[src/hw/ssw_pkg.sv]
// Purpose: Shared constants for the supply supervisor and watchdog block.
// Assumes: 50 MHz pclk, APB register access with 32-bit data.
// Notes: Long counts are defaults for module parameters of the top.
package ssw_pkg;
  localparam int unsigned SSW_CLK_HZ = 50_000_000;
  localparam int unsigned SSW_CLK_MHZ = SSW_CLK_HZ / 1_000_000;

  // Times in their own units, as printed
  localparam int unsigned SSW_RESET_HOLD_MS = 200;
  localparam int unsigned SSW_WD_DEFAULT_MS = 1600;
  localparam int unsigned SSW_WD_US_PER_NF_X10 = 21;
  localparam int unsigned SSW_FAULT_PULSE_MS = 1;
  localparam int unsigned SSW_PULSE_LEAD_NS = 70;
  localparam int unsigned SSW_GATE_GRACE_US = 15;
  localparam int unsigned SSW_PB_CLEAR_US = 15;

  // Cycle counts derived from the clock rate
  localparam int unsigned SSW_RESET_HOLD_CYC = SSW_RESET_HOLD_MS * (SSW_CLK_HZ / 1000);
  localparam int unsigned SSW_WD_DEFAULT_CYC = SSW_WD_DEFAULT_MS * (SSW_CLK_HZ / 1000);
  localparam int unsigned SSW_WD_CYC_PER_NF = SSW_WD_US_PER_NF_X10 * (SSW_CLK_HZ / 10_000);
  localparam int unsigned SSW_FAULT_PULSE_CYC = SSW_FAULT_PULSE_MS * (SSW_CLK_HZ / 1000);
  localparam int unsigned SSW_PULSE_LEAD_CYC = (SSW_PULSE_LEAD_NS * SSW_CLK_MHZ + 999) / 1000;
  localparam int unsigned SSW_GATE_GRACE_CYC = SSW_GATE_GRACE_US * SSW_CLK_MHZ;
  localparam int unsigned SSW_PB_CLEAR_CYC = SSW_PB_CLEAR_US * SSW_CLK_MHZ;

  // Register byte offsets
  localparam logic [11:0] SSW_STATUS_OFS = 12'h000;
  localparam logic [11:0] SSW_CONFIG_OFS = 12'h004;
  localparam logic [11:0] SSW_FAULTS_OFS = 12'h008;

  // Status register fields
  localparam int unsigned SSW_ST_RESET_N = 0;
  localparam int unsigned SSW_ST_ON_BACKUP = 1;
  localparam int unsigned SSW_ST_POWERFAIL_N = 2;
  localparam int unsigned SSW_ST_EARLY_WARN_N = 3;
  localparam int unsigned SSW_ST_FAULT_N = 4;
  localparam int unsigned SSW_ST_FAULT_PULSE_N = 5;
  localparam int unsigned SSW_ST_WD_ACTIVE = 6;
  localparam int unsigned SSW_ST_CS_GATED_N = 7;

  // Config register: timing capacitor value in nF
  localparam int unsigned SSW_CFG_CAP_LSB = 0;
  localparam int unsigned SSW_CFG_CAP_W = 8;
  localparam logic [7:0] SSW_CFG_CAP_RESET = 8'h0a;

  // Synchroniser lane positions
  localparam int unsigned SSW_SY_SUPPLY_LOW = 0;
  localparam int unsigned SSW_SY_EARLY_WARN = 1;
  localparam int unsigned SSW_SY_MAIN_ABOVE = 2;
  localparam int unsigned SSW_SY_PUSHBTN_N = 3;
  localparam int unsigned SSW_SY_STROBE_HI = 4;
  localparam int unsigned SSW_SY_STROBE_LO = 5;
  localparam int unsigned SSW_SY_PF_BELOW = 6;
  localparam int unsigned SSW_SY_TSEL = 7;
  localparam int unsigned SSW_SY_W = 8;
  localparam logic [7:0] SSW_SY_RESET = 8'h08;

  typedef enum logic [1:0] {
    SSW_WD_OFF = 2'b00,
    SSW_WD_RUN = 2'b01,
    SSW_WD_LEAD = 2'b10,
    SSW_WD_PULSE = 2'b11
  } ssw_wd_state_t;
endpackage : ssw_pkg

[src/hw/ssw_supervisor.sv]
// Purpose: Supply supervisor: reset generator, activity watchdog, chip-select gate, backup switch flags.
// Assumes: Comparator results arrive as digital levels; APB slave for configuration and status.
// Notes: Every interval is a count of pclk cycles.
`timescale 1ns/1ps
module ssw_supervisor
  import ssw_pkg::*;
#(
  parameter int unsigned RESET_HOLD_CYC = SSW_RESET_HOLD_CYC,
  parameter int unsigned WD_DEFAULT_CYC = SSW_WD_DEFAULT_CYC,
  parameter int unsigned WD_CYC_PER_NF = SSW_WD_CYC_PER_NF,
  parameter int unsigned FAULT_PULSE_CYC = SSW_FAULT_PULSE_CYC
) (
  input wire logic pclk,
  input wire logic presetn,
  input wire logic psel,
  input wire logic penable,
  input wire logic pwrite,
  input wire logic [11:0] paddr,
  input wire logic [31:0] pwdata,
  output logic [31:0] prdata,
  output logic pready,
  output logic pslverr,
  input wire logic supply_low_in,
  input wire logic early_warn_in,
  input wire logic main_above_backup_in,
  input wire logic powerfail_sense_in,
  input wire logic pushbutton_reset_n,
  input wire logic strobe_high_in,
  input wire logic strobe_low_in,
  input wire logic timeout_select_in,
  input wire logic chip_select_raw_n,
  output logic supply_from_backup,
  output logic battery_select_flag,
  output logic powerfail_flag_n,
  output logic early_supply_warn_n,
  output logic reset_n,
  output logic activity_fault_n,
  output logic activity_fault_pulse_n,
  output logic chip_select_gated_n
);
  logic [SSW_SY_W-1:0] sync_a;
  logic [SSW_SY_W-1:0] sync_b;
  logic [7:0] cap_nf;
  logic [31:0] fault_count;
  logic [31:0] hold_cnt;
  logic [31:0] wd_cnt;
  logic [31:0] wd_limit;
  logic [15:0] pb_cnt;
  logic [15:0] grace_cnt;
  logic pb_clear;
  logic reset_cause;
  logic strobe_mid;
  logic strobe_level;
  logic last_level;
  logic strobe_edge;
  logic wd_enable;
  logic grace_open;
  logic next_cs_n;
  logic [31:0] status_word;
  ssw_wd_state_t wd_state;

  // Inputs are comparator levels; the first stage feeds only the second
  always_ff @(posedge pclk or negedge presetn)
  begin
    if (!presetn)
    begin
      sync_a <= SSW_SY_RESET;
      sync_b <= SSW_SY_RESET;
    end
    else
    begin
      sync_a <= {timeout_select_in, powerfail_sense_in, strobe_low_in, strobe_high_in,
                 pushbutton_reset_n, main_above_backup_in, early_warn_in, supply_low_in};
      sync_b <= sync_a;
    end
  end

  // Supply routing keeps its last choice in the band where neither condition holds
  always_ff @(posedge pclk or negedge presetn)
  begin
    if (!presetn)
      supply_from_backup <= 1'b0;
    else if (sync_b[SSW_SY_MAIN_ABOVE] && !sync_b[SSW_SY_SUPPLY_LOW])
      supply_from_backup <= 1'b0;
    else if (!sync_b[SSW_SY_MAIN_ABOVE] && sync_b[SSW_SY_SUPPLY_LOW])
      supply_from_backup <= 1'b1;
  end

  always_ff @(posedge pclk or negedge presetn)
  begin
    if (!presetn)
    begin
      battery_select_flag <= 1'b0;
      powerfail_flag_n <= 1'b1;
      early_supply_warn_n <= 1'b1;
    end
    else
    begin
      battery_select_flag <= supply_from_backup;
      powerfail_flag_n <= !sync_b[SSW_SY_PF_BELOW];
      early_supply_warn_n <= !sync_b[SSW_SY_EARLY_WARN];
    end
  end

  // Pushbutton low long enough counts as a full clear
  always_ff @(posedge pclk or negedge presetn)
  begin
    if (!presetn)
      pb_cnt <= 16'h0000;
    else if (sync_b[SSW_SY_PUSHBTN_N])
      pb_cnt <= 16'h0000;
    else if (!pb_clear)
      pb_cnt <= pb_cnt + 16'h0001;
  end
  assign pb_clear = (pb_cnt >= 16'(SSW_PB_CLEAR_CYC));

  assign reset_cause = sync_b[SSW_SY_SUPPLY_LOW] || !sync_b[SSW_SY_PUSHBTN_N];

  // Hold counter restarts while any cause is present, so hold time runs from release
  always_ff @(posedge pclk or negedge presetn)
  begin
    if (!presetn)
    begin
      hold_cnt <= 32'h0000_0000;
      reset_n <= 1'b0;
    end
    else if (reset_cause)
    begin
      hold_cnt <= 32'h0000_0000;
      reset_n <= 1'b0;
    end
    else if (hold_cnt < RESET_HOLD_CYC)
    begin
      hold_cnt <= hold_cnt + 32'h0000_0001;
      reset_n <= 1'b0;
    end
    else
      reset_n <= 1'b1;
  end

  // Three-level strobe: high and low comparators both idle means floating
  assign strobe_mid = !sync_b[SSW_SY_STROBE_HI] && !sync_b[SSW_SY_STROBE_LO];
  assign strobe_level = sync_b[SSW_SY_STROBE_HI];

  always_ff @(posedge pclk or negedge presetn)
  begin
    if (!presetn)
      last_level <= 1'b0;
    else if (!strobe_mid)
      last_level <= strobe_level;
  end
  // A 100ns pulse spans several cycles, so both of its edges are seen
  assign strobe_edge = !strobe_mid && (strobe_level != last_level);

  assign wd_enable = reset_n && !supply_from_backup && !strobe_mid && !pb_clear;

  always_comb
  begin
    if (sync_b[SSW_SY_TSEL])
      wd_limit = WD_DEFAULT_CYC;
    else if (cap_nf == 8'h00)
      wd_limit = WD_CYC_PER_NF;
    else
      wd_limit = 32'({24'h000000, cap_nf} * WD_CYC_PER_NF);
  end

  always_ff @(posedge pclk or negedge presetn)
  begin
    if (!presetn)
    begin
      wd_state <= SSW_WD_OFF;
      wd_cnt <= 32'h0000_0000;
    end
    else if (!wd_enable)
    begin
      wd_state <= SSW_WD_OFF;
      wd_cnt <= 32'h0000_0000;
    end
    else
    begin
      case (wd_state)
        SSW_WD_OFF:
        begin
          wd_state <= SSW_WD_RUN;
          wd_cnt <= 32'h0000_0000;
        end
        SSW_WD_RUN:
        begin
          if (strobe_edge)
            wd_cnt <= 32'h0000_0000;
          else if (wd_cnt + 32'h0000_0001 >= wd_limit)
          begin
            wd_state <= SSW_WD_LEAD;
            wd_cnt <= 32'h0000_0000;
          end
          else
            wd_cnt <= wd_cnt + 32'h0000_0001;
        end
        SSW_WD_LEAD:
        begin
          if (wd_cnt + 32'h0000_0001 >= SSW_PULSE_LEAD_CYC)
            wd_state <= SSW_WD_PULSE;
          wd_cnt <= wd_cnt + 32'h0000_0001;
        end
        SSW_WD_PULSE:
        begin
          // The next timeout period runs from the pulse end
          if (wd_cnt + 32'h0000_0001 >= FAULT_PULSE_CYC)
          begin
            wd_state <= SSW_WD_RUN;
            wd_cnt <= 32'h0000_0000;
          end
          else
            wd_cnt <= wd_cnt + 32'h0000_0001;
        end
        default:
          wd_state <= SSW_WD_OFF;
      endcase
    end
  end

  // Pulse is low through the lead and the pulse phases
  always_ff @(posedge pclk or negedge presetn)
  begin
    if (!presetn)
      activity_fault_pulse_n <= 1'b1;
    else if (!wd_enable)
      activity_fault_pulse_n <= 1'b1;
    else if (wd_state == SSW_WD_RUN && !strobe_edge && wd_cnt + 32'h0000_0001 >= wd_limit)
      activity_fault_pulse_n <= 1'b0;
    else if (wd_state == SSW_WD_PULSE && wd_cnt + 32'h0000_0001 >= FAULT_PULSE_CYC)
      activity_fault_pulse_n <= 1'b1;
  end

  // Fault level falls at the end of the lead and holds until a strobe edge or until wd_enable drops
  always_ff @(posedge pclk or negedge presetn)
  begin
    if (!presetn)
      activity_fault_n <= 1'b1;
    else if (!wd_enable || strobe_edge)
      activity_fault_n <= 1'b1;
    else if (wd_state == SSW_WD_LEAD && wd_cnt + 32'h0000_0001 >= SSW_PULSE_LEAD_CYC)
      activity_fault_n <= 1'b0;
  end

  always_ff @(posedge pclk or negedge presetn)
  begin
    if (!presetn)
      fault_count <= 32'h0000_0000;
    else if (pb_clear)
      fault_count <= 32'h0000_0000;
    else if (wd_enable && wd_state == SSW_WD_LEAD && wd_cnt == 32'h0000_0000)
      fault_count <= fault_count + 32'h0000_0001;
  end

  // Grace window lets a write cycle in flight at reset assertion finish
  always_ff @(posedge pclk or negedge presetn)
  begin
    if (!presetn)
    begin
      grace_cnt <= 16'h0000;
      grace_open <= 1'b0;
    end
    else if (reset_n && !reset_cause)
    begin
      grace_cnt <= 16'h0000;
      grace_open <= !chip_select_raw_n;
    end
    else if (grace_open)
    begin
      if (chip_select_raw_n || pb_clear || grace_cnt + 16'h0001 >= 16'(SSW_GATE_GRACE_CYC))
        grace_open <= 1'b0;
      grace_cnt <= grace_cnt + 16'h0001;
    end
  end

  always_comb
  begin
    if (reset_n && !reset_cause)
      next_cs_n = chip_select_raw_n;
    else if (grace_open && !chip_select_raw_n && !pb_clear)
      next_cs_n = 1'b0;
    else
      next_cs_n = 1'b1;
  end

  always_ff @(posedge pclk or negedge presetn)
  begin
    if (!presetn)
      chip_select_gated_n <= 1'b1;
    else
      chip_select_gated_n <= next_cs_n;
  end

  always_comb
  begin
    status_word = 32'h0000_0000;
    status_word[SSW_ST_RESET_N] = reset_n;
    status_word[SSW_ST_ON_BACKUP] = supply_from_backup;
    status_word[SSW_ST_POWERFAIL_N] = powerfail_flag_n;
    status_word[SSW_ST_EARLY_WARN_N] = early_supply_warn_n;
    status_word[SSW_ST_FAULT_N] = activity_fault_n;
    status_word[SSW_ST_FAULT_PULSE_N] = activity_fault_pulse_n;
    status_word[SSW_ST_WD_ACTIVE] = (wd_state != SSW_WD_OFF);
    status_word[SSW_ST_CS_GATED_N] = chip_select_gated_n;
  end

  // APB: zero wait states; read data is captured in the setup cycle
  assign pready = 1'b1;
  assign pslverr = psel && penable && (paddr != SSW_STATUS_OFS) && (paddr != SSW_CONFIG_OFS)
                   && (paddr != SSW_FAULTS_OFS);

  always_ff @(posedge pclk or negedge presetn)
  begin
    if (!presetn)
      prdata <= 32'h0000_0000;
    else if (psel && !penable && !pwrite)
    begin
      if (paddr == SSW_STATUS_OFS)
        prdata <= status_word;
      else if (paddr == SSW_CONFIG_OFS)
        prdata <= {24'h000000, cap_nf};
      else if (paddr == SSW_FAULTS_OFS)
        prdata <= fault_count;
      else
        prdata <= 32'h0000_0000;
    end
  end

  always_ff @(posedge pclk or negedge presetn)
  begin
    if (!presetn)
      cap_nf <= SSW_CFG_CAP_RESET;
    else if (psel && penable && pwrite && paddr == SSW_CONFIG_OFS)
      cap_nf <= pwdata[SSW_CFG_CAP_LSB +: SSW_CFG_CAP_W];
  end
endmodule : ssw_supervisor

[config.mk]
export PLATFORM = sky130hd
export DESIGN_NAME = ssw_supervisor
export DESIGN_NICKNAME = d
export VERILOG_FILES = /design/src/hw/ssw_pkg.sv /design/src/hw/ssw_supervisor.sv
export SDC_FILE = /design/constraint.sdc
export NUM_CORES = 1
export LEC_CHECK = 0
export BUFFER_PORTS_ARGS = -buffer_cell sky130_fd_sc_hd__clkbuf_2
export CAP_MARGIN = 20
export CELL_PAD_IN_SITES_DETAIL_PLACEMENT = 0
export CELL_PAD_IN_SITES_GLOBAL_PLACEMENT = 1
export CORE_ASPECT_RATIO = 1.75
export CORE_UTILIZATION = 47
export CTS_CLUSTER_SIZE = 20
export DETAILED_ROUTE_END_ITERATION = 10
export GPL_TIMING_DRIVEN = 0
export PLACE_DENSITY_LB_ADDON = 0.1
export SYNTH_ARGS = -nofsm -noshare
export SYNTH_HDL_FRONTEND = slang
export SYNTH_SLANG_ARGS = --single-unit
[constraint.sdc]
create_clock -name pclk -period 6.3 [get_ports pclk]
set_input_delay 1.26 -clock pclk [delete_from_list [all_inputs] [get_ports pclk]]
set_output_delay 1.26 -clock pclk [all_outputs]
set_load 0.1 [all_outputs]
==> out/results.txt <==
Status - finished clean
Clock tree buffer depth - 2
Die width - 123.8 um
Setup violators final - 0
Core ar. - 0.02534 mm2
Seq/Total Area, Yosys - 0.4029
Final Max Slew Viols - 0
Hold WC Path Type - register to register
Share of cells above drive strength 1 - 0.1402
Uppermost layer routed - met4
Synth area leaders - dfrtp_1, ha_1, nand2_1
Clock sinks - 196
Full die area - 0.02664 mm2
DRT Wirelength - 31220 um
Commonest non-fill, non-tap cell in the layout - dfrtp_1
Inst Count DP - 1701
CTS root buf - clkbuf_16
Ys flop type - dfrtp_1
Cells after synthesis - 1308
IO Pins - 100
Placed Instance Area - 0.01302 mm2
Aggregate global routing overflow - 0
Vias per cell - 5.550
Number of fill cells - 2407
Worst Skew - 13.85 ps
Fin worst setup slack - 151.5 ps
Insertion delay to the later sink of the worst-skew pair - 460 ps
DR iter-0 viols - 377
Synth area leader - dfrtp_1
Syn_nets - 1482
Crit end category - register
CP max FO - 4
First-pass GRT wire length - 50550 um
Static Leakage - 6.626 nW
DR WL met2 - 17520 um
Hpwl dp - 23810 um
Wire length on met1 - 11530 um
Setup Crit Path Kind - register to register
CP Cell Sequence - ha_2 > ha_1 > inv_1 > fa_1 > inv_1 > ha_1 > ha_4 > or2_2 > a21oi_2 > a31oi_2 > a31o_2 > a2111o_1 > a31oi_2 > xnor2_1 > a21oi_2 > ha_1 > nand3_1 > nor2_4 > and3_1 > o21ai_2 > or4b_1 > a31o_1 > a21o_1 > a21oi_2
IO buf count - 74
Post-layout util - 0.5469
Synth cell types - 78
Most frequent cells in the layout - dfrtp_1, nand2_1, nor2_1
Vias - 9674
First-pass iteration count of the detailed router - 4
Largest net degree at the start of global routing - 109
CTS Buf Count - 17
Worst vdd ir - 0.3124 mV
Post-route cell area - 0.01386 mm2
Number of global-route vias before repair - 9852
P&R area growth vs syn - 13.57%
TritonCTS clock tree - yes
Initial antenna violation count - 0
Htree depth - 4
Hold path start - sync_b[6]
Row cnt - 77
CP max stage cell - dfstp_2
Asr flop ratio synth - 1.000
Synthesized cell area - 0.01220 mm2
CP Data Arrival Time - 6540 ps
Max-slew headroom - 0.3510
Maxcap violations - 0
Startpoint Class - register
Clk pin slew, worst setup/hold paths - 80 ps
Ant. Diodes - 0
Non-filler instance count after layout - 1743
Post-synth top area share - 0.3835
Setup WS pre-CTS - -821.9 ps
Die span in y - 215.2 um
Mean Syn Cell Area - 9.329 um2
Met3 wire length - 885 um
Number of flops mapped to enable cells by yosys - 0
Setup_tns - 0 ps
Fin crit period - 6149 ps
Max Clock Freq - 0.1626 GHz
WL per Instance - 17.91 um
DRC viols - 0
Total Power - 2.685 mW
Seq cells post-synth - 196
GPL Wtd Cong - 0.9042
Crit. Startpoint - cap_nf[3]
Final Hold Fails - 0
Crit path largest cell delay - 570 ps
GRT Total Usage - 0.2510
Slew @ Worst Pin - 966.1 ps
Final ANT Viol Nets - 0
Hold Slack - 342.7 ps
RR Startpoint - cap_nf[3]
Worst endpoint required time - 6690 ps
Synth Warn # - 0
Crit share post-route - 0.9760
Initial Utilization - 0.4816
Final net count - 1588
Pwr/cell area - 193.7 mW/mm2
# hold bufs at CTS - 0
-- layout make-up --
cell class | count | area, um2 | area share
clock inverter | 15 | 190.2 | 0.01372
timing repair buffer | 87 | 491.7 | 0.03548
tap | 316 | 395.4 | 0.02853
buffer | 58 | 270.3 | 0.01950
sequential | 196 | 4922 | 0.3552
clock buffer | 17 | 425.4 | 0.03070
multi-input combinational | 990 | 6923 | 0.4995
inverter | 64 | 240.2 | 0.01733
-- logic make-up after synthesis --
| family | count (synthesis) | synth area share |
|---|---|---|
| flip-flops | 196 | 0.4029 |
| AO/OA/AOI/OAI | 182 | 0.1025 |
| adder cells (fa/ha/maj) | 116 | 0.1282 |
| multiplexers | 4 | 0.003384 |
| AND/OR/NAND/NOR | 571 | 0.2384 |
| XOR/XNOR | 116 | 0.08326 |
| buffers and inverters | 122 | 0.04111 |
| other | 1 | 0.0003073 |
-- path summary, 6_finish.rpt --
kind                               endpoint  slack, ps  cells after the start
min                        powerfail_flag_n        340                      1
max                             wd_state[1]        150                     24
max reg2reg                     wd_state[1]        150                     24
max in group asynchronous      hold_cnt[28]       4470                      2
min in group asynchronous         wd_cnt[2]        830                      1
min reg2reg                powerfail_flag_n        340                      1
-- what timing repair did --
item | CTS | global route
pin swaps | 2 | 7
resized for setup | 15 | 19
endpoints found under the setup margin | 34 | 34
buffers inserted | 9 | 1
cloned | 0 | 0
-- power by group --
part	leakage (nW)	total (mW)	switching, mW	internal, mW
clock network	0.293	1.13	0.557	0.573
registers	2.61	1.30	0.0192	1.28
logic	3.72	0.257	0.192	0.0641
-- cells in the mapped netlist, types with 3 or more instances --
cell type	instances
a2111o_1	4
a211o_1	7
a211oi_1	4
a21o_1	19
a21oi_1	50
a221oi_1	10
a31o_2	5
a31oi_1	14
a41o_1	5
a41oi_1	5
and2_1	13
and3_1	29
and4_1	8
buf_2	11
buf_6	3
clkbuf_1	40
dfrtp_1	187
dfstp_2	9
fa_1	15
ha_1	101
inv_1	64
mux2i_1	3
nand2_1	154
nand2b_1	5
nand3_1	71
nand4_1	29
nor2_1	131
nor2b_1	30
nor3_1	28
nor3b_1	3
nor4_1	23
nor4_2	4
o2111ai_1	3
o21ai_0	28
o31a_1	3
o31ai_1	4
or2_2	5
or3_1	14
or4_1	4
xnor2_1	64
xor2_1	52
-- routing by layer --
| metal | GRT usage | vias up |
|---|---|---|
| met5 | 0 | - |
| met4 | 0.1149 | 0 |
| met3 | 0.04857 | 52 |
| met2 | 0.4769 | 134 |
| met1 | 0.2529 | 4728 |
| li1 | - | 4760 |
-- state kept, by name, indices dropped and copies added (netlist names) --
| register | count |
|---|---|
| activity_fault_n | 1 |
| activity_fault_pulse_n | 1 |
| battery_select_flag | 1 |
| cap_nf | 8 |
| chip_select_gated_n | 1 |
| early_supply_warn_n | 1 |
| fault_count | 32 |
| grace_cnt | 16 |
| grace_open | 1 |
| hold_cnt | 32 |
| last_level | 1 |
| pb_cnt | 16 |
| powerfail_flag_n | 1 |
| prdata | 32 |
| reset_n | 1 |
| supply_from_backup | 1 |
| sync_a | 8 |
| sync_b | 8 |
| wd_cnt | 32 |
| wd_state | 2 |
-- critical path: cells and delay by family, from the launching register on --
family	cells	cell delay, ps
AO/OA/AOI/OAI	10	2140
adder cells (fa/ha/maj)	6	2000
AND/OR/NAND/NOR	5	1130
flip-flops	1	570
XOR/XNOR	1	120
buffers and inverters	2	90
(Power assumes the default switching activity.)
